[config.mk]
export PLATFORM = sky130hd
export DESIGN_NAME = sync_serial_receiver
export DESIGN_NICKNAME = d
export VERILOG_FILES = /design/src/inc/sync_rx_pkg.sv /design/src/inc/rx_queue_if.sv /design/src/rtl/sync_serial_receiver.sv /design/src/rtl/rx_queue.sv /design/src/rtl/baud_tick_gen.sv
export SDC_FILE = /design/constraint.sdc
export NUM_CORES = 1
export LEC_CHECK = 0
export BUFFER_PORTS_ARGS = -buffer_cell sky130_fd_sc_hd__clkbuf_2
export CORE_UTILIZATION = 40
export CTS_BUF_LIST = sky130_fd_sc_hd__clkbuf_4
export CTS_CLUSTER_DIAMETER = 120
export CTS_CLUSTER_SIZE = 12
export DETAILED_ROUTE_END_ITERATION = 7
export PLACE_DENSITY = 0.68
export SLEW_MARGIN = 40
export SYNTH_ARGS = -nofsm -noshare
export SYNTH_HDL_FRONTEND = slang
export SYNTH_SLANG_ARGS = --single-unit
[constraint.sdc]
create_clock -name pclk -period 3.35 [get_ports pclk]
set_clock_uncertainty 0.05 [all_clocks]
set_input_delay 0 -clock pclk [delete_from_list [all_inputs] [get_ports pclk]]
set_output_delay 0 -clock pclk [all_outputs]
set_load 0.01 [all_outputs]
[src/inc/sync_rx_pkg.sv]
// Constants, register map and types for the synchronous serial receiver
// =====================================================================
// Summary of operation
// - Either receive enable starts synchronous reception
// - Single receive: one character, then self-clears
// - Continuous receive: master clocks until cleared
// - Continuous cleared mid-character: stop clock, discard
// - Both set: single clears after first character
// - Sample data on trailing clock edge
// - Full character sets flag, enters queue
// - Data register shows oldest character low byte
// - Complete flag holds while queue nonempty
// - Slave takes external clock, driver off
// - Data changes leading edge, one bit/clock
// - Third character with full queue sets overrun
// - Overrun keeps queue, blocks further reception
// - Single-mode overrun cleared by data read
// - Continuous overrun cleared by clearing enables
// - Nine-bit option shifts nine bits
// - Ninth bit field shows oldest character's bit
// - Slave: sync set, source clear, port enabled
// - Both enables clear means transmit direction; here the data line stays undriven, nothing is sent
// - Master drives one clock per data bit
// - Clock polarity sets idle level and edges
// - Data polarity defaults clear, inverts data
package sync_rx_pkg;
  // =====================================================================
  // Register byte addresses
  localparam logic [7:0] BAUD_CONTROL_OFS = 8'h00;
  localparam logic [7:0] RECEIVE_STATUS_CONTROL_OFS = 8'h04;
  localparam logic [7:0] BAUD_DIVISOR_LOW_OFS = 8'h08;
  localparam logic [7:0] BAUD_DIVISOR_HIGH_OFS = 8'h0C;
  localparam logic [7:0] TRANSMIT_DATA_OFS = 8'h10;
  localparam logic [7:0] TRANSMIT_STATUS_CONTROL_OFS = 8'h14;
  localparam logic [7:0] RECEIVE_DATA_OFS = 8'h18;
  localparam logic [7:0] RECEIVE_FLAGS_OFS = 8'h1C;
  // =====================================================================
  // Field positions
  localparam int RCS_PORT_ENABLE = 7;
  localparam int RCS_NINE_BIT = 6;
  localparam int RCS_SINGLE = 5;
  localparam int RCS_CONTINUOUS = 4;
  localparam int RCS_OVERRUN = 1;
  localparam int RCS_NINTH_BIT = 0;
  localparam int TXS_CLOCK_SOURCE = 7;
  localparam int TXS_SYNC_MODE = 4;
  localparam int TXS_HIGH_RATE = 2;
  localparam int TXS_SHIFT_IDLE = 1;
  localparam int BDC_RECEIVE_IDLE = 6;
  localparam int BDC_DATA_POLARITY = 5;
  localparam int BDC_CLOCK_POLARITY = 4;
  localparam int BDC_WIDE_DIVISOR = 3;
  localparam int FLG_RECEIVE_COMPLETE = 0;
  // =====================================================================
  // Reset values and counts
  localparam logic [7:0] RECEIVE_STATUS_CONTROL_RESET = 8'h00;
  localparam logic [7:0] TRANSMIT_STATUS_CONTROL_RESET = 8'h00;
  localparam logic [7:0] BAUD_CONTROL_RESET = 8'h00;
  localparam logic [7:0] BAUD_DIVISOR_RESET = 8'h00;
  localparam logic [3:0] CHAR_BITS_8 = 4'h8;
  localparam logic [3:0] CHAR_BITS_9 = 4'h9;
  localparam int CHAR_W = 9;
  localparam int QUEUE_DEPTH = 2;
  typedef enum logic {RX_IDLE, RX_SHIFT} rx_state_t;
endpackage

[src/inc/rx_queue_if.sv]
// Push/pop connection between the receiver and its character queue
`timescale 1ns/1ns
interface rx_queue_if;
  logic push;
  logic pop;
  logic flush;
  logic [8:0] wdata;
  logic [8:0] head;
  logic empty;
  logic full;
  modport owner (input push, input pop, input flush, input wdata,
                 output head, output empty, output full);
  modport user (output push, output pop, output flush, output wdata,
                input head, input empty, input full);
endinterface

[src/rtl/sync_serial_receiver.sv]
// Synchronous-mode receive path with APB register access
`timescale 1ns/1ns
module sync_serial_receiver (
  input wire logic pclk,
  input wire logic presetn,
  input wire logic psel,
  input wire logic penable,
  input wire logic pwrite,
  input wire logic [7:0] paddr,
  input wire logic [31:0] pwdata,
  output logic [31:0] prdata,
  output logic pready,
  output logic pslverr,
  input wire logic serial_clock_line_in,
  output logic serial_clock_line_out,
  output logic serial_clock_line_oe,
  input wire logic serial_data_line_in,
  output logic serial_data_line_out,
  output logic serial_data_line_oe
);
  // =====================================================================
  // Declarations
  logic port_enable_q;
  logic nine_bit_receive_enable_q;
  logic single_receive_enable_q;
  logic continuous_receive_enable_q;
  logic overrun_error_flag_q;
  logic overrun_in_continuous_q;
  logic clock_source_master_q;
  logic sync_mode_q;
  logic high_rate_select_q;
  logic data_polarity_select_q;
  logic clock_polarity_select_q;
  logic wide_divisor_select_q;
  logic [7:0] baud_divisor_low_q;
  logic [7:0] baud_divisor_high_q;
  logic [31:0] prdata_q;
  logic pready_q;
  logic pslverr_q;
  logic pop_ok_q;
  logic clk_s1_q;
  logic clk_s2_q;
  logic data_s1_q;
  logic data_s2_q;
  logic clk_lvl_prev_q;
  logic clk_gen_q;
  logic clk_out_q;
  logic clk_oe_q;
  logic data_out_q;
  logic data_oe_q;
  logic [8:0] receive_shift_register_q;
  logic [3:0] bit_cnt_q;
  sync_rx_pkg::rx_state_t state_q;
  logic access;
  logic done;
  logic wr_done;
  logic pop_done;
  logic mapped;
  logic [7:0] rd_byte;
  logic rx_on;
  logic master_on;
  logic tick;
  logic clk_lvl;
  logic trailing;
  logic bit_in;
  logic [3:0] char_bits;
  logic last_bit;
  logic char_done;
  logic [8:0] shift_next;
  logic [15:0] divisor;

  rx_queue_if qif ();

  // =====================================================================
  // Register decode
  function automatic logic hit(input logic [7:0] addr, input logic [7:0] ofs);
    hit = (addr == ofs);
  endfunction

  assign access = psel & penable;
  assign done = access & pready_q;
  assign wr_done = done & pwrite;
  // Pop only if a character was present when read data was captured
  assign pop_done = done & pop_ok_q;

  always_comb begin
    mapped = 1'b1;
    rd_byte = 8'h00;
    case (paddr)
      sync_rx_pkg::BAUD_CONTROL_OFS: begin
        rd_byte[sync_rx_pkg::BDC_RECEIVE_IDLE] = (state_q == sync_rx_pkg::RX_IDLE);
        rd_byte[sync_rx_pkg::BDC_DATA_POLARITY] = data_polarity_select_q;
        rd_byte[sync_rx_pkg::BDC_CLOCK_POLARITY] = clock_polarity_select_q;
        rd_byte[sync_rx_pkg::BDC_WIDE_DIVISOR] = wide_divisor_select_q;
      end
      sync_rx_pkg::RECEIVE_STATUS_CONTROL_OFS: begin
        rd_byte[sync_rx_pkg::RCS_PORT_ENABLE] = port_enable_q;
        rd_byte[sync_rx_pkg::RCS_NINE_BIT] = nine_bit_receive_enable_q;
        rd_byte[sync_rx_pkg::RCS_SINGLE] = single_receive_enable_q;
        rd_byte[sync_rx_pkg::RCS_CONTINUOUS] = continuous_receive_enable_q;
        rd_byte[sync_rx_pkg::RCS_OVERRUN] = overrun_error_flag_q;
        rd_byte[sync_rx_pkg::RCS_NINTH_BIT] = qif.head[8];
      end
      sync_rx_pkg::BAUD_DIVISOR_LOW_OFS: rd_byte = baud_divisor_low_q;
      sync_rx_pkg::BAUD_DIVISOR_HIGH_OFS: rd_byte = baud_divisor_high_q;
      sync_rx_pkg::TRANSMIT_DATA_OFS: rd_byte = 8'h00;
      sync_rx_pkg::TRANSMIT_STATUS_CONTROL_OFS: begin
        rd_byte[sync_rx_pkg::TXS_CLOCK_SOURCE] = clock_source_master_q;
        rd_byte[sync_rx_pkg::TXS_SYNC_MODE] = sync_mode_q;
        rd_byte[sync_rx_pkg::TXS_HIGH_RATE] = high_rate_select_q;
        rd_byte[sync_rx_pkg::TXS_SHIFT_IDLE] = 1'b1;
      end
      sync_rx_pkg::RECEIVE_DATA_OFS: rd_byte = qif.head[7:0];
      sync_rx_pkg::RECEIVE_FLAGS_OFS: begin
        rd_byte[sync_rx_pkg::FLG_RECEIVE_COMPLETE] = ~qif.empty;
      end
      default: mapped = 1'b0;
    endcase
  end

  // =====================================================================
  // APB slave: answers on the second access cycle
  always_ff @(posedge pclk or negedge presetn) begin
    if (!presetn) begin
      pready_q <= 1'b0;
      pslverr_q <= 1'b0;
      prdata_q <= 32'h0000_0000;
      pop_ok_q <= 1'b0;
    end else begin
      pready_q <= access & ~pready_q;
      pslverr_q <= access & ~pready_q & ~mapped;
      if (access & ~pready_q) begin
        prdata_q <= pwrite ? 32'h0000_0000 : {24'h00_0000, rd_byte};
        pop_ok_q <= ~pwrite & hit(paddr, sync_rx_pkg::RECEIVE_DATA_OFS) & ~qif.empty;
      end else begin
        pop_ok_q <= 1'b0;
      end
    end
  end

  // =====================================================================
  // Configuration registers
  always_ff @(posedge pclk or negedge presetn) begin
    if (!presetn) begin
      clock_source_master_q <= sync_rx_pkg::TRANSMIT_STATUS_CONTROL_RESET[7];
      sync_mode_q <= sync_rx_pkg::TRANSMIT_STATUS_CONTROL_RESET[4];
      high_rate_select_q <= sync_rx_pkg::TRANSMIT_STATUS_CONTROL_RESET[2];
    end else if (wr_done & hit(paddr, sync_rx_pkg::TRANSMIT_STATUS_CONTROL_OFS)) begin
      clock_source_master_q <= pwdata[sync_rx_pkg::TXS_CLOCK_SOURCE];
      sync_mode_q <= pwdata[sync_rx_pkg::TXS_SYNC_MODE];
      high_rate_select_q <= pwdata[sync_rx_pkg::TXS_HIGH_RATE];
    end
  end

  always_ff @(posedge pclk or negedge presetn) begin
    if (!presetn) begin
      data_polarity_select_q <= sync_rx_pkg::BAUD_CONTROL_RESET[5];
      clock_polarity_select_q <= sync_rx_pkg::BAUD_CONTROL_RESET[4];
      wide_divisor_select_q <= sync_rx_pkg::BAUD_CONTROL_RESET[3];
    end else if (wr_done & hit(paddr, sync_rx_pkg::BAUD_CONTROL_OFS)) begin
      data_polarity_select_q <= pwdata[sync_rx_pkg::BDC_DATA_POLARITY];
      clock_polarity_select_q <= pwdata[sync_rx_pkg::BDC_CLOCK_POLARITY];
      wide_divisor_select_q <= pwdata[sync_rx_pkg::BDC_WIDE_DIVISOR];
    end
  end

  always_ff @(posedge pclk or negedge presetn) begin
    if (!presetn) begin
      baud_divisor_low_q <= sync_rx_pkg::BAUD_DIVISOR_RESET;
      baud_divisor_high_q <= sync_rx_pkg::BAUD_DIVISOR_RESET;
    end else if (wr_done) begin
      if (hit(paddr, sync_rx_pkg::BAUD_DIVISOR_LOW_OFS)) baud_divisor_low_q <= pwdata[7:0];
      if (hit(paddr, sync_rx_pkg::BAUD_DIVISOR_HIGH_OFS)) baud_divisor_high_q <= pwdata[7:0];
    end
  end

  // Software write beats the self-clear of single receive
  always_ff @(posedge pclk or negedge presetn) begin
    if (!presetn) begin
      port_enable_q <= sync_rx_pkg::RECEIVE_STATUS_CONTROL_RESET[7];
      nine_bit_receive_enable_q <= sync_rx_pkg::RECEIVE_STATUS_CONTROL_RESET[6];
      single_receive_enable_q <= sync_rx_pkg::RECEIVE_STATUS_CONTROL_RESET[5];
      continuous_receive_enable_q <= sync_rx_pkg::RECEIVE_STATUS_CONTROL_RESET[4];
    end else if (wr_done & hit(paddr, sync_rx_pkg::RECEIVE_STATUS_CONTROL_OFS)) begin
      port_enable_q <= pwdata[sync_rx_pkg::RCS_PORT_ENABLE];
      nine_bit_receive_enable_q <= pwdata[sync_rx_pkg::RCS_NINE_BIT];
      single_receive_enable_q <= pwdata[sync_rx_pkg::RCS_SINGLE];
      continuous_receive_enable_q <= pwdata[sync_rx_pkg::RCS_CONTINUOUS];
    end else if (char_done) begin
      single_receive_enable_q <= 1'b0;
    end
  end

  // =====================================================================
  // Overrun tracking
  always_ff @(posedge pclk or negedge presetn) begin
    if (!presetn) begin
      overrun_error_flag_q <= 1'b0;
      overrun_in_continuous_q <= 1'b0;
    end else if (!port_enable_q) begin
      overrun_error_flag_q <= 1'b0;
      overrun_in_continuous_q <= 1'b0;
    end else if (char_done & qif.full) begin
      overrun_error_flag_q <= 1'b1;
      overrun_in_continuous_q <= continuous_receive_enable_q;
    end else if (overrun_error_flag_q & ~overrun_in_continuous_q & pop_done) begin
      overrun_error_flag_q <= 1'b0;
    end else if (overrun_error_flag_q & overrun_in_continuous_q
                 & ~continuous_receive_enable_q) begin
      overrun_error_flag_q <= 1'b0;
      overrun_in_continuous_q <= 1'b0;
    end
  end

  // =====================================================================
  // Pin synchronisers
  always_ff @(posedge pclk or negedge presetn) begin
    if (!presetn) begin
      clk_s1_q <= 1'b0;
      clk_s2_q <= 1'b0;
      data_s1_q <= 1'b0;
      data_s2_q <= 1'b0;
    end else begin
      clk_s1_q <= serial_clock_line_in;
      clk_s2_q <= clk_s1_q;
      data_s1_q <= serial_data_line_in;
      data_s2_q <= data_s1_q;
    end
  end

  // =====================================================================
  // Receive control
  // Overrun blocks reception until cleared
  assign rx_on = port_enable_q & sync_mode_q & ~overrun_error_flag_q
                 & (single_receive_enable_q | continuous_receive_enable_q);
  assign master_on = rx_on & clock_source_master_q;
  assign divisor = wide_divisor_select_q ? {baud_divisor_high_q, baud_divisor_low_q}
                                         : {8'h00, baud_divisor_low_q};

  baud_tick_gen u_baud (
    .pclk(pclk),
    .presetn(presetn),
    .enable(master_on),
    .divisor(divisor),
    .tick(tick)
  );

  // Polarity folded out so that the logical clock idles low
  assign clk_lvl = clk_s2_q ^ clock_polarity_select_q;
  assign trailing = clock_source_master_q ? (tick & clk_gen_q)
                                          : (clk_lvl_prev_q & ~clk_lvl);
  assign bit_in = data_s2_q ^ data_polarity_select_q;
  assign char_bits = nine_bit_receive_enable_q ? sync_rx_pkg::CHAR_BITS_9
                                               : sync_rx_pkg::CHAR_BITS_8;
  assign last_bit = (bit_cnt_q == char_bits - 4'h1);
  assign char_done = rx_on & trailing & last_bit;
  assign shift_next = {bit_in, receive_shift_register_q[8:1]};

  // Master clock: toggles each tick, idle low when not receiving
  always_ff @(posedge pclk or negedge presetn) begin
    if (!presetn) begin
      clk_gen_q <= 1'b0;
    end else if (!master_on) begin
      clk_gen_q <= 1'b0;
    end else if (tick) begin
      clk_gen_q <= ~clk_gen_q;
    end
  end

  always_ff @(posedge pclk or negedge presetn) begin
    if (!presetn) begin
      clk_lvl_prev_q <= 1'b0;
    end else begin
      clk_lvl_prev_q <= clk_lvl;
    end
  end

  // Shift register; a dropped enable discards the partial character
  always_ff @(posedge pclk or negedge presetn) begin
    if (!presetn) begin
      receive_shift_register_q <= 9'h000;
      bit_cnt_q <= 4'h0;
      state_q <= sync_rx_pkg::RX_IDLE;
    end else if (!rx_on) begin
      bit_cnt_q <= 4'h0;
      state_q <= sync_rx_pkg::RX_IDLE;
    end else if (trailing) begin
      receive_shift_register_q <= shift_next;
      case (state_q)
        sync_rx_pkg::RX_IDLE: begin
          bit_cnt_q <= 4'h1;
          state_q <= sync_rx_pkg::RX_SHIFT;
        end
        sync_rx_pkg::RX_SHIFT: begin
          if (last_bit) begin
            bit_cnt_q <= 4'h0;
            state_q <= sync_rx_pkg::RX_IDLE;
          end else begin
            bit_cnt_q <= bit_cnt_q + 4'h1;
          end
        end
        default: begin
          bit_cnt_q <= 4'h0;
          state_q <= sync_rx_pkg::RX_IDLE;
        end
      endcase
    end
  end

  // =====================================================================
  // Queue hookup
  assign qif.push = char_done & ~qif.full;
  assign qif.wdata = nine_bit_receive_enable_q ? shift_next : {1'b0, shift_next[8:1]};
  assign qif.pop = pop_done;
  assign qif.flush = ~port_enable_q;

  rx_queue u_queue (
    .pclk(pclk),
    .presetn(presetn),
    .q(qif)
  );

  // =====================================================================
  // Pin drivers; data line is only listened to while receiving
  always_ff @(posedge pclk or negedge presetn) begin
    if (!presetn) begin
      clk_out_q <= 1'b0;
      clk_oe_q <= 1'b0;
      data_out_q <= 1'b0;
      data_oe_q <= 1'b0;
    end else begin
      clk_out_q <= clk_gen_q ^ clock_polarity_select_q;
      clk_oe_q <= port_enable_q & sync_mode_q & clock_source_master_q;
      data_out_q <= 1'b0;
      data_oe_q <= 1'b0;
    end
  end

  assign prdata = prdata_q;
  assign pready = pready_q;
  assign pslverr = pslverr_q;
  assign serial_clock_line_out = clk_out_q;
  assign serial_clock_line_oe = clk_oe_q;
  assign serial_data_line_out = data_out_q;
  assign serial_data_line_oe = data_oe_q;
endmodule // sync_serial_receiver

[src/rtl/rx_queue.sv]
// Two-character receive queue
`timescale 1ns/1ns
module rx_queue (
  input wire logic pclk,
  input wire logic presetn,
  rx_queue_if.owner q
);
  // =====================================================================
  // Storage
  logic [sync_rx_pkg::CHAR_W-1:0] mem_q [sync_rx_pkg::QUEUE_DEPTH];
  logic wr_ptr_q;
  logic rd_ptr_q;
  logic [1:0] count_q;
  logic do_push;
  logic do_pop;

  // Push and pop may meet in one cycle; both take effect unless the queue is full or empty
  assign do_push = q.push & (count_q != 2'h2);
  assign do_pop = q.pop & (count_q != 2'h0);

  always_ff @(posedge pclk or negedge presetn) begin
    if (!presetn) begin
      wr_ptr_q <= 1'b0;
      rd_ptr_q <= 1'b0;
      count_q <= 2'h0;
    end else if (q.flush) begin
      wr_ptr_q <= 1'b0;
      rd_ptr_q <= 1'b0;
      count_q <= 2'h0;
    end else begin
      if (do_push) wr_ptr_q <= ~wr_ptr_q;
      if (do_pop) rd_ptr_q <= ~rd_ptr_q;
      count_q <= count_q + {1'b0, do_push} - {1'b0, do_pop};
    end
  end

  always_ff @(posedge pclk) begin
    if (do_push) mem_q[wr_ptr_q] <= q.wdata;
  end

  assign q.head = (count_q == 2'h0) ? 9'h000 : mem_q[rd_ptr_q];
  assign q.empty = (count_q == 2'h0);
  assign q.full = (count_q == 2'h2);
endmodule // rx_queue

[src/rtl/baud_tick_gen.sv]
// Divisor-based half-bit enable for the master serial clock
`timescale 1ns/1ns
module baud_tick_gen (
  input wire logic pclk,
  input wire logic presetn,
  input wire logic enable,
  input wire logic [15:0] divisor,
  output logic tick
);
  logic [15:0] cnt_q;
  logic tick_q;

  // One pulse every divisor+1 cycles; restarts whenever disabled
  always_ff @(posedge pclk or negedge presetn) begin
    if (!presetn) begin
      cnt_q <= 16'h0000;
      tick_q <= 1'b0;
    end else if (!enable) begin
      cnt_q <= 16'h0000;
      tick_q <= 1'b0;
    end else if (cnt_q >= divisor) begin
      cnt_q <= 16'h0000;
      tick_q <= 1'b1;
    end else begin
      cnt_q <= cnt_q + 16'h0001;
      tick_q <= 1'b0;
    end
  end

  assign tick = tick_q;
endmodule // baud_tick_gen

Word level (Yosys, flattened, before mapping)
Memories as Yosys holds them, arrays and structs flattened.
Cells that the tools add are included.
W data, S select, Z words.
Cells by class
  reduce and logical (&&, ||, !) cells: 9
  equal/unequal tests: 17
  add/sub/neg operators: 5
  $lt $le $gt $ge: 1
  multiplexer cells: 45
  bitwise gates (word level): 45
Operators with widths (number)
  $mux W16: 3
  $eq A8 B5 Y1 const B: 4
  $and A1 B1 Y1: 28
  $mux W1: 26
  $mux W9: 2
  $add A16 B1 Y16 const B: 1
  $eq A8 B4 Y1 const B: 2
  $ge A16 B16 Y1: 1
  $pmux W1 S5: 3
  $not A1 Y1: 13
  $mux W4: 3
  $pmux W2 S5: 1
  $eq A8 B3 Y1 const B: 1
  $logic_not A8 Y1: 1
  $mux W8: 1
  $pmux W1 S4: 2
  $pmux W4 S2: 1
  $reduce_and A2 Y1: 4
  $reduce_or A8 Y1: 1
  $ne A2 B1 Y1 const B: 3
  $pmux W1 S6: 1
  $add A4 B1 Y4 const B: 1
  $eq A4 B4 Y1: 1
  $ne A2 B2 Y1 const B: 2
  other kinds (13): 16
Storage, ports and cells
  flip-flop bits (word level): 106
  output and inout port bits: 38
  memories: 1
  input port bits: 47
  RAM bits: 18
Memories
  u_queue.mem_q: words 2, bits a word 9, rd ports 1, clocked after memory_dff 0, write ports 1, RTL line rx_queue.sv:10  | logic [sync_rx_pkg::CHAR_W-1:0] mem_q [sync_rx_pkg::QUEUE_DEPTH];

Longest topological paths before layout
Gate-level depths: netlist of run 1.
  word-level depth: 11
  depth in mapped cells: 9
  mapped depth without buffers: 8

Hierarchy
From an unflattened synthesis of run 1, not the netlist that was laid out.
Unflattened totals
  cells, all modules: 482
  area total of the unflattened synthesis: 5333.9 µm²
By module, submodules not included
  sync_serial_receiver: area an instance 3219.3 µm², times used 1, cells each 288, seq. area each 1501.4 µm²
  baud_tick_gen: area an instance 1201.2 µm², times used 1, cells each 131, seq. area each 425.4 µm²
  rx_queue: area an instance 913.4 µm², times used 1, cells each 63, seq. area each 640.6 µm²

Worst setup path before layout of run 1
OpenSTA, ideal clock, no wires.
  path kind: register to register
  from: register wide_divisor_select_q
  to: register u_baud.cnt_q[10]
  stages on the path, launching flop included: 10
  setup time: 0.080 ns
  required time: 3.220 ns
  data arrival time: 1.902 ns
  path slack: 1.317 ns
  clock period less this slack: 2.033 ns
  path buffers: 2
  path through: dfrtp_1 clkbuf_1 nand2_1 ha_1 a211oi_1 o21ai_0 o2111ai_1 o211ai_2 buf_2 nor3_2
Between the ends
  longest elaborated chain between the ends: 4
Ends and longest elaborated chain
  from (decl): RTL line sync_serial_receiver.sv:34  | logic wide_divisor_select_q;
  from (signal assigned): RTL line sync_serial_receiver.sv:159  | wide_divisor_select_q <= sync_rx_pkg::BAUD_CONTROL_RESET[3];
  from (signal assigned): RTL line sync_serial_receiver.sv:163  | wide_divisor_select_q <= pwdata[sync_rx_pkg::BDC_WIDE_DIVISOR];
  $mux W16: RTL line sync_serial_receiver.sv:237  | assign divisor = wide_divisor_select_q ? {baud_divisor_high_q, baud_divisor_low_q}
  $ge A16 B16 Y1: RTL line baud_tick_gen.sv:21  | end else if (cnt_q >= divisor) begin
  $mux W16: RTL line baud_tick_gen.sv:21
  $mux W16: RTL line baud_tick_gen.sv:18  | end else if (!enable) begin
  to (signal assigned): RTL line baud_tick_gen.sv:25  | cnt_q <= cnt_q + 16'h0001;
  to (decl): RTL line baud_tick_gen.sv:10  | logic [15:0] cnt_q;
No other way between the ends.
A chain may end at the register's enable or synchronous reset.

Worst setup path in the final report of run 1
  from: register nine_bit_receive_enable_q
  to: memory u_queue.mem_q[0][7] (netlist name), enable pin
Between the ends
  longest elaborated chain between the ends: 8
Ends and longest elaborated chain
  from (decl): RTL line sync_serial_receiver.sv:24  | logic nine_bit_receive_enable_q;
  from (signal assigned): RTL line sync_serial_receiver.sv:181  | nine_bit_receive_enable_q <= sync_rx_pkg::RECEIVE_STATUS_CONTROL_RESET[6];
  from (signal assigned): RTL line sync_serial_receiver.sv:186  | nine_bit_receive_enable_q <= pwdata[sync_rx_pkg::RCS_NINE_BIT];
  $mux W1: RTL line sync_serial_receiver.sv:253  | assign char_bits = nine_bit_receive_enable_q ? sync_rx_pkg::CHAR_BITS_9
  $sub A4 B1 Y4: RTL line sync_serial_receiver.sv:255  | assign last_bit = (bit_cnt_q == char_bits - 4'h1);
  $eq A4 B4 Y1: RTL line sync_serial_receiver.sv:255
  $and A1 B1 Y1: RTL line sync_serial_receiver.sv:256  | assign char_done = rx_on & trailing & last_bit;
  $and A1 B1 Y1: RTL line sync_serial_receiver.sv:312  | assign qif.push = char_done & ~qif.full;
  $and A1 B1 Y1: RTL line rx_queue.sv:18  | assign do_push = q.push & (count_q != 2'h2);
  $mux W1: RTL line rx_queue.sv:38  | if (do_push) mem_q[wr_ptr_q] <= q.wdata;
  $mux W1 (implied by the code): RTL line rx_queue.sv:38
  to (decl): RTL line rx_queue.sv:10
No other way between the ends.

==> summary.md, run 1 <==
| Metric | Value |
|---|---|
| Vias after detailed routing | `3469` |
| GRT overflow | `0` |
| CP max stage delay | `680 ps` |
| Num rows | `approximately 40` |
| Synth warn | `0` |
| Power density cells | `360 nW/um2` |
| Initial antenna violation count | `0` |
| Worst Path Arrival | `2500 ps` |
| DRT Pass-1 Iters | `4` |
| Register bit count reported by yosys | `a little under 100` |
| Filler cells | `around 1200` |
| Min Tclk post-route | `2370 ps` |
| Setup TNS | `0 ps` |
| Post-synth ARST share | `between 80% and 90%` |
| Initial Utilization | `40.9%` |
| WL final | `10300 um` |
| Critical-path cell list | `nor4b_1, o2bb2a_2, nor4_4, and2b_1` |
| FF-to-FF path depth | `4` |
| CTS resizes | `0` |
| Leakage | `2.52 nW` |
| Tcrit/Tclk final | `70.7%` |
| Critical path class | `reg -> reg` |
| Outcome | `finished with violations` |
| Ports | `between 80 and 90` |
| Unique masters post-synth | `65` |
| Max VDD drop | `0.153 mV` |
| Final setup vio count | `0` |
| Worst-Skew Late Latency | `500 ps` |
| Sinks on Clock Net | `99` |
| Layout net count | `561` |
| GRT met2 Usage | `25.5%` |
| Fin cells | `about 670` |
| Worst r2r src | `nine_bit_receive_enable_q$_DFFE_PN0P_` |
| Flop2flop setup slack | `roughly 980 ps` |
| Overall Global Routing Usage | `16.8%` |
| Crit-path leading delay family | `simple AND/OR/NAND/NOR gates` |
| Failing checks | `negative hold slack` |
| Fmax achieved | `about 420 MHz` |
| Post-CTS setup buffers | `0` |
| Die Y | `116 um` |
| Num CTS Buffers | `9` |
| Grt met1 use | `a little under a quarter` |
| Largest net degree at the start of global routing | `82` |
| Max_slew headroom | `51.1%` |
| Clock-pin transition on the worst setup and hold timing paths | `170 ps` |
| Post-Syn Instances | `roughly 450` |
| PortBufs | `34` |
| DP HPWL | `about 7600 um` |
| Hold slack | `-16.9 ps` |
| EDFF count, synth | `18` |
| Clock tree buffer depth | `2` |
| Sequential element share of the synthesized area | `49.7%` |
| Area added between synthesis and finish | `11.3%` |
| Total Power | `2.07 mW` |
| Clock root buffer | `clkbuf_4` |
| Share of cells above drive strength 1 | `20.2%` |
| Gr busiest metal | `met2` |
| Synth Cell Area | `~5200 um2` |
| Final Max Tran Viols | `0` |
| CTS tree | `yes` |
| Req. time, crit path | `3480 ps` |
| Worst setup SP type | `flip-flop` |
| Dpl ws | `942 ps` |
| 1st-iter DRT viols | `133` |
| DIE AREA | `13400 um2` |
| Slew @ Worst Pin | `731 ps` |
| Worst path bufs/invs | `0` |
| RR Endpoint | `u_queue.mem_q[0][7]$_DFFE_PP_` |
| Die X | `116 um` |
| Slowest cell on the critical path | `dfrtp_1` |
| Antenna viol nets, final | `0` |
| First-pass GRT wire length | `17000 um` |
| # Max-Cap Violations | `0` |
| Vias in the first global route | `3360` |
| Met3 Use GR | `3.03%` |
| Final Hold Viols | `8` |
| Cts hold-fix bufs | `18` |
| Drc violations | `0` |
| Main synth FF type | `dfrtp_1` |
| Crit. End Element | `flip-flop` |
| Via density per instance | `5.16` |
| Setup WS post-layout | `983 ps` |
| Routed wire per std cell | `15.4 um` |
| CORE AREA | `12600 um2` |
| CTS HTree Levels | `3` |
| Worst min-delay path class | `in -> async` |
| RSZ-0062 raised after global routing | `false` |
| Placed Cells | `about 640` |
| Syn avg cell area | `between 10 and 15 um2` |
| Routability cong. | `0.835` |
| Worst-path fanout max | `13` |
[synthesized netlist by cell type (all sizes together), types with 2 or more instances]
master | count | share of area, %
nand3b | 4 | 0.65
nor2 | 24 | 1.8
a21oi | 7 | 0.68
o21a | 4 | 0.58
edfxtp | 18 | 10
o21ai | 15 | 1.5
nand3 | 14 | 1.5
and2 | 6 | 0.73
inv | 12 | 0.87
clkbuf | 7 | 0.51
buf | 33 | 4.6
a22oi | 2 | 0.29
xor2 | 8 | 1.4
o211ai | 4 | 0.68
nor3 | 22 | 3.2
and3 | 4 | 0.48
dfrtp | 81 | 39
ha | 20 | 4.8
a22o | 5 | 0.85
or2 | 3 | 0.36
nand2 | 29 | 2.2
xnor2 | 14 | 2.4
a211oi | 3 | 0.44
mux2 | 46 | 10
mux2i | 13 | 2.5
nor4 | 4 | 0.90
nand2b | 3 | 0.36
o22ai | 4 | 0.48
nor2b | 7 | 0.85
a31oi | 2 | 0.24
nand4 | 8 | 0.97
o2bb2a | 2 | 0.41
o2111ai | 2 | 0.34
[through the flow]
| stage | util (%) | cell area [um2] |
|---|---|---|
| 6_report | 45.6 | 5750 |
| 5_1_grt | 45.5 | 5750 |
| 4_1_cts | 45.5 | 5750 |
| 3_5_place_dp | 42.8 | 5400 |
| 3_3_place_gp | 42.7 | 5390 |
| 2_1_floorplan | - | 5260 |
[cells in the final DEF, fill, tap and decap left out, drive strengths merged, types with 17 or more instances in the layout]
master       netlist  layout
inv               12      17
dlygate4sd3        0      18
ha                20      20
conb               1      26
dfrtp             81      81
nand2             29      29
mux2              46      46
nor2              24      24
edfxtp            18      18
clkbuf             7      43
nor3              22      22
[per-layer routing]
| metal | vias to the layer above | routed length, um | share of wire (%) |
|---|---|---|---|
| li1 | 1654 | - | - |
| met1 | 1718 | 4940 | 48 |
| met2 | 80 | 4720 | 46 |
| met3 | 17 | 420 | 4.1 |
| met4 | 0 | 260 | 2.5 |
| met5 | - | 0 | 0 |
[area by class of cell]
| type | instances | area [um2] | area share (%) |
|---|---|---|---|
| Multi-Input combinational cell | 320 | 2390 | 41.6 |
| Sequential cell | 99 | 2570 | 44.6 |
| Timing Repair Buffer | 52 | 359 | 6.24 |
| Inverter | 12 | 45.0 | 0.783 |
| Clock inverter | 7 | 100 | 1.74 |
| Tap cell | 172 | 215 | 3.74 |
| Antenna cell | 1 | 2.50 | 0.0435 |
| Clock buffer | 9 | 67.6 | 1.17 |
[state kept, by name (all words and copies together) (netlist names), 2 cells and up]
signal                    cells
receive_shift_register_q      8
u_queue.count_q               2
baud_divisor_low_q            8
u_baud.cnt_q                 16
u_queue.mem_q                18
baud_divisor_high_q           8
bit_cnt_q                     4
prdata                        8
[how the worst max path moves through the flow]
stage | from | end | slack (ps) | depth (start not counted)
after global routing | nine_bit_receive_enable_q$_DFFE_PN0P_ | u_queue.mem_q[0][3]$_DFFE_PP_ | 760 | 4
after detailed placement | nine_bit_receive_enable_q$_DFFE_PN0P_ | u_queue.mem_q[0][1]$_DFFE_PP_ | 940 | 4
after floorplan | wide_divisor_select_q$_DFFE_PN0P_ | u_baud.cnt_q[10]$_DFF_PN0_ | 1320 | 9
after CTS | nine_bit_receive_enable_q$_DFFE_PN0P_ | u_queue.mem_q[0][3]$_DFFE_PP_ | 930 | 4
after global placement | nine_bit_receive_enable_q$_DFFE_PN0P_ | u_queue.mem_q[1][1]$_DFFE_PP_ | 1000 | 4
final | nine_bit_receive_enable_q$_DFFE_PN0P_ | u_queue.mem_q[0][7]$_DFFE_PP_ | 980 | 4
[kinds of logic after synthesis]
| logic type | after synthesis | synth area share, % |
|---|---|---|
| fa+ha+maj | 20 | 4.84 |
| buf+inv | 52 | 5.96 |
| simple gates | 134 | 15.0 |
| mux | 59 | 12.5 |
| xor+xnor | 22 | 3.73 |
| compound gates | 59 | 8.19 |
| flops | 99 | 49.7 |
| other cells | 1 | 0.0726 |
[power by group]
group / internal, mW / total, mW / switching [mW] / leakage, nW
Clock: 0.257 / 0.726 / 0.469 / 0.0912
Sequential: 1.23 / 1.23 / 0.00333 / 1.25
Combinational: 0.0380 / 0.112 / 0.0739 / 1.18
Note: power is estimated with default switching activity, not from simulation.
==> run 2: changes to the inputs <==
==> constraint.sdc (replaced) <==
create_clock -name pclk -period 2.5 [get_ports pclk]
set_clock_uncertainty 0.05 [all_clocks]
set_input_delay 0 -clock pclk [delete_from_list [all_inputs] [get_ports pclk]]
set_output_delay 0 -clock pclk [all_outputs]
set_load 0.01 [all_outputs]
==> run 2 against run 1 <==
Compared with the run above:
- the run now ends clean
- utilization grew 0.26 points
- cell area grew 0.57%
- global-route usage grew 0.18 points
- worst setup slack lost 710 ps
- power grew 33%
- clock power grew 29%
- sequential power grew 34%
- critical path depth grew 3
- wire length grew 1.2%
- die area is the same
- non-clock buffer count grew 6
- largest power group unchanged
- highest routed layer unchanged
==> summary.md, run 2 (same netlist as run 1, synthesis figures left out) <==
| Metric | Value |
|---|---|
| Outcome | `finished clean` |
| RSZ-0062 raised after global routing | `false` |
| Critical path class | `reg -> reg` |
| DP HPWL | `7650 um` |
| Layout net count | `567` |
| Ports | `85` |
| Most common cell after layout, fill and taps aside | `dfrtp_1` |
| Worst Path Arrival | `2590 ps` |
| Drc violations | `0` |
| CTS HTree Levels | `3` |
| Routability cong. | `a little over 0.8` |
| Antenna viol nets, final | `0` |
| Crit-path leading delay family | `compound AO/OA/AOI/OAI gates` |
| Req. time, crit path | `2860 ps` |
| Slew @ Worst Pin | `around 660 ps` |
| Die Y | `116 um` |
| Final setup vio count | `0` |
| Leakage | `2.55 nW` |
| Hold slack | `15.7 ps` |
| Via density per instance | `roughly 5.1` |
| Overall Global Routing Usage | `16.9%` |
| Max VDD drop | `0.240 mV` |
| Worst-Skew Late Latency | `480 ps` |
| Area added between synthesis and finish | `11.9%` |
| Worst path bufs/invs | `1` |
| DIE AREA | `13400 um2` |
| Ant. Diodes | `0` |
| Clock Power Share | `34.3%` |
| Regs by FF count | `u_queue.mem_q: 18 flops, u_baud.cnt_q: 16 flops` |
| Final Max Tran Viols | `0` |
| Clock-pin transition on the worst setup and hold timing paths | `170 ps` |
| Num rows | `41` |
| GRT overflow | `0` |
| Sinks on Clock Net | `99` |
| Internal | `2.03 mW` |
| Sequential share of power | `roughly 60%` |
| Most frequent cells in the layout | `dfrtp_1 (81), clkbuf_2 (33), nand2_1 (27)` |
| Die X | `about 120 um` |
| Largest net degree at the start of global routing | `82` |
| Num CTS Buffers | `9` |
| Slowest cell on the critical path | `dfrtp_1` |
| CTS tree | `yes` |
| Initial Utilization | `40.9%` |
| Clock tree buffer depth | `2` |
| Final Hold Viols | `0` |
| CP max stage delay | `460 ps` |
| Setup TNS | `0 ps` |
| Share of cells above drive strength 1 | `21.2%` |
| Sw Ratio | `25.9%` |
| Max FFs per register | `18` |
| Initial antenna violation count | `0` |
| Fmax achieved | `449 MHz` |
| First-pass GRT wire length | `about 17000 um` |
| Reg with most FFs | `u_queue.mem_q` |
| Min Tclk post-route | `approximately 2200 ps` |
| PortBufs | `34` |
| Routed wire per std cell | `15.5 um` |
| DRT Pass-1 Iters | `4` |
| Worst-path fanout max | `17` |
| CORE AREA | `roughly 13000 um2` |
| Vias in the first global route | `3432` |
| Critical-path cell list | `inv_1, ha_1, nor3b_1, nor2_1, a2111oi_2, o211ai_4, nor3_1` |
| Worst setup SP type | `flip-flop` |
| Max_slew headroom | `56.2%` |
| Crit. End Element | `flip-flop` |
| WL final | `between 10000 and 15000 um` |
| Psw | `0.709 mW` |
| # Max-Cap Violations | `0` |
| Worst min-delay path class | `in -> async` |
| Power share of the combinational group | `5.6%` |
| Tcrit/Tclk final | `89.0%` |
| Clock root buffer | `clkbuf_4` |
| 1st-iter DRT viols | `234` |
| Vias after detailed routing | `3484` |
| Power density cells | `474 nW/um2` |
| CTS resizes | `0` |
run 2: cell count changes in the layout (fill, tap and decap cells not counted), sizes merged:
cell   change
diode      -1
buf        +6
run 2: layout make-up:
| cell class | count | area, um2 |
|---|---|---|
| Inverter | 12 | 45.0 |
| Sequential cell | 99 | 2570 |
| Tap cell | 172 | 215 |
| Multi-Input combinational cell | 320 | 2390 |
| Clock inverter | 7 | 90.1 |
| Timing Repair Buffer | 58 | 404 |
| Clock buffer | 9 | 67.6 |
| Fill cell | 1191 | 6840 |
run 2: power groups by stage:
stage                     registers [mW]  logic, mW  clock network, mW
after global routing                1.65      0.174               1.03
after floorplan                     1.68     0.0982                  0
final                               1.65      0.153              0.940
after global placement              1.68      0.129                  0
after CTS                           1.65      0.154              0.974
after detailed placement            1.68      0.133                  0
run 2: worst paths after layout:
path,start,end,slack (ps),depth (start not counted)
setup / recovery,u_baud.cnt_q[0]$_DFF_PN0_,u_baud.cnt_q[6]$_DFF_PN0_,280,7
max in group asynchronous,presetn,clk_s1_q$_DFF_PN0_,1900,2
min in group pclk,paddr[6],prdata[7]$_DFFE_PN0P_,40,6
setup reg to reg,u_baud.cnt_q[0]$_DFF_PN0_,u_baud.cnt_q[6]$_DFF_PN0_,280,7
hold reg to reg,data_s1_q$_DFF_PN0_,data_s2_q$_DFF_PN0_,320,0
hold / removal,presetn,pslverr$_DFF_PN0_,20,2
run 2: through the flow:
| stage | power (mW) | worst slack, ps | instances | utilization [%] | area (um2) |
|---|---|---|---|---|---|
| after floorplan | 1.78 | 467 | 471 | - | 5260 |
| after global placement | 1.81 | 248 | 643 | 43.0 | 5430 |
| after detailed placement | 1.81 | 292 | 643 | 43.1 | 5440 |
| after CTS | 2.78 | 263 | 677 | 45.8 | 5780 |
| after global routing | 2.86 | 80.1 | 677 | 45.8 | 5780 |
| final | 2.74 | 275 | 677 | 45.8 | 5780 |
run 2: timing repair:
item	4_1_cts	5_1_grt
setup buffers	0	0
hold buffers	18	0
hold endpoints to repair	121	0
run 2: per-layer routing:
layer / track usage, % / vias to the layer above / share of wire, %
li1: - / 1674 / -
met1: 23.0 / 1715 / 48
met2: 26.7 / 77 / 47
met3: 3.71 / 18 / 3.8
met4: 6.24 / 0 / 1.8
met5: 0 / - / 0
==> run 3: changes to the inputs <==
--- a/config.mk
+++ b/config.mk
@@ -11,7 +11,10 @@
 export CTS_CLUSTER_DIAMETER = 120
 export CTS_CLUSTER_SIZE = 12
 export DETAILED_ROUTE_END_ITERATION = 7
+export HOLD_SLACK_MARGIN = 0.03
 export PLACE_DENSITY = 0.68
+export RECOVER_POWER = 25
+export SETUP_SLACK_MARGIN = 0.5
 export SLEW_MARGIN = 40
 export SYNTH_ARGS = -nofsm -noshare
 export SYNTH_HDL_FRONTEND = slang
==> run 3 against run 2 <==
Compared with the run above:
- clock power rose by 3.5%
- cell area rose by 8.6%
- critical endpoint is now u_queue.count_q[1]$_DFF_PN0_
- largest cell class is now multi-input combinational cells
- non-clock buffer count rose by 25
- largest power group unchanged
- worst setup slack improved by 180 ps
- final cell count rose by 4.0%
- register-to-register slack improved by 180 ps
- via count rose by 4.4%
==> summary.md, run 3 (same netlist as run 1, synthesis figures left out) <==
| Metric | Value |
|---|---|
| Req. time, crit path | `about 2900 ps` |
| Worst min-delay path class | `in -> reg` |
| Routability cong. | `0.804` |
| Placed Cells | `about 640` |
| Outcome | `finished clean` |
| Share of cells above drive strength 1 | `between 20 and 30%` |
| RSZ-0062 raised after global routing | `true` |
| Min-delay src | `serial_data_line_in` |
| Slowest cell on the critical path | `dfrtp_1` |
| Slew @ Worst Pin | `1390 ps` |
| Ports | `85` |
| Fin cells | `704` |
| Area added between synthesis and finish | `21.6%` |
| DRT Pass-1 Iters | `4` |
| Antenna viol nets, final | `0` |
| # Max-Cap Violations | `0` |
| Initial antenna violation count | `0` |
| Clock tree buffer depth | `2` |
| DIE AREA | `13400 um2` |
| Final Max Tran Viols | `0` |
| Die X | `116 um` |
| Critical path class | `reg -> reg` |
| Reg with most FFs | `u_queue.mem_q` |
| Setup TNS | `0 ps` |
| Clock root buffer | `clkbuf_4` |
| Sinks on Clock Net | `99` |
| Wire length on met2 | `about 5500 um` |
| Crit-path leading delay family | `simple AND/OR/NAND/NOR gates` |
| Crit. End Element | `flip-flop` |
| Final Hold Viols | `0` |
| Routed wire per std cell | `16.0 um` |
| Ant. Diodes | `0` |
| Worst r2r src | `bit_cnt_q[1]$_DFFE_PN0P_` |
| Worst path bufs/invs | `0` |
| Most frequent cells in the layout | `dfrtp_1 (78), clkbuf_2 (32), mux2_2 (26), conb_1 (26), dlygate4sd3_1 (24)` |
| Die Y | `116 um` |
| WL final | `approximately 11000 um` |
| Worst Path Arrival | `approximately 2400 ps` |
| CTS tree | `yes` |
| Top Layer Used | `met4` |
| Leakage | `roughly 2.8 nW` |
| Largest net degree at the start of global routing | `82` |
| Crit path from | `bit_cnt_q[1]$_DFFE_PN0P_` |
| CP max stage delay | `450 ps` |
| Via density per instance | `approximately 5.2` |
| Clock-pin transition on the worst setup and hold timing paths | `approximately 180 ps` |
| 1st-iter DRT viols | `137` |
| Worst setup SP type | `flip-flop` |
| Critical-path cell list | `nor4b_2, o2bb2a_2, nor4_4, ha_2, xnor2_1, xnor2_1, and2_1` |
| Num CTS Buffers | `9` |
| DP HPWL | `7410 um` |
| Fmax achieved | `490 MHz` |
| Most frequent CP cell | `xnor2_1` |
| DR WL met3 | `501 um` |
| Met1 WL | `roughly 5000 um` |
| First-pass GRT wire length | `17200 um` |
| PortBufs | `34` |
| Vias in the first global route | `3408` |
| Final setup vio count | `0` |
| CORE AREA | `12600 um2` |
| Num rows | `41` |
| Tcrit/Tclk final | `81.6%` |
| Most common cell after layout, fill and taps aside | `dfrtp_1` |
| Worst-path fanout max | `4` |
| Max VDD drop | `0.255 mV` |
| GRT overflow | `0` |
| Power density cells | `445 nW/um2` |
| Layout net count | `594` |
| Regs by FF count | `u_queue.mem_q: 18 flops, u_baud.cnt_q: 16 flops` |
| Overall Global Routing Usage | `16.9%` |
| Min Tclk post-route | `2040 ps` |
| Initial Utilization | `40.9%` |
| Drc violations | `0` |
| CTS HTree Levels | `3` |
| Max_slew headroom | `7.38%` |
| Vias after detailed routing | `3637` |
| Worst-Skew Late Latency | `roughly 500 ps` |
| Max FFs per register | `18` |
## run 3: final timing paths
| kind | endpoint | slack (ps) | cells past startpoint |
|---|---|---|---|
| worst max-delay path | u_queue.count_q[1]$_DFF_PN0_ | 460 | 7 |
| worst min-delay path | data_s1_q$_DFF_PN0_ | 80 | 2 |
| worst max register to register | u_queue.count_q[1]$_DFF_PN0_ | 460 | 7 |
| worst min register to register | clk_s2_q$_DFF_PN0_ | 320 | 0 |
| max in group asynchronous | u_baud.cnt_q[7]$_DFF_PN0_ | 550 | 3 |
| min in group asynchronous | pready$_DFF_PN0_ | 950 | 3 |
## run 3: cell type report
type | instances | area, um2
Clock inverter | 7 | 100
Fill cell | 1135 | 6340
Tap cell | 172 | 215
Timing Repair Buffer | 83 | 628
Sequential cell | 99 | 2570
Inverter | 12 | 45.0
Multi-Input combinational cell | 322 | 2660
Clock buffer | 9 | 67.6
## run 3: report_power, final
part | total, mW | switching, mW | internal, mW
logic | 0.174 | 0.107 | 0.0663
registers | 1.65 | 0.00422 | 1.65
clock network | 0.973 | 0.628 | 0.345
## run 3: timing repair
action / CTS / global route
hold buffers: 23 / 1
pin swaps: 8 / 21
hold endpoints to repair: 121 / 29
setup endpoints to repair: 37 / 64
resized for setup: 9 / 49
buffers inserted: 6 / 10
cloned: 1 / 3
## run 3: metrics by stage
stage / setup slack [ps] / power [mW] / utilization (%) / hold slack [ps] / area [um2]
after global placement: 381 / 1.81 / 43.0 / 62.4 / 5430
after CTS: 461 / 2.81 / 46.9 / 50.9 / 5920
after global routing: 172 / 2.91 / 49.8 / 45.3 / 6280
final: 460 / 2.80 / 49.8 / 82.5 / 6280
after floorplan: 528 / 1.78 / - / -346 / 5260
after detailed placement: 284 / 1.81 / 43.1 / 54.3 / 5430
## run 3: metal layers
metal / vias to the layer above / track usage [%]
met4: 0 / 5.21
met2: 98 / 26.7
met5: - / 0
met1: 1798 / 22.9
li1: 1731 / -
met3: 10 / 4.45
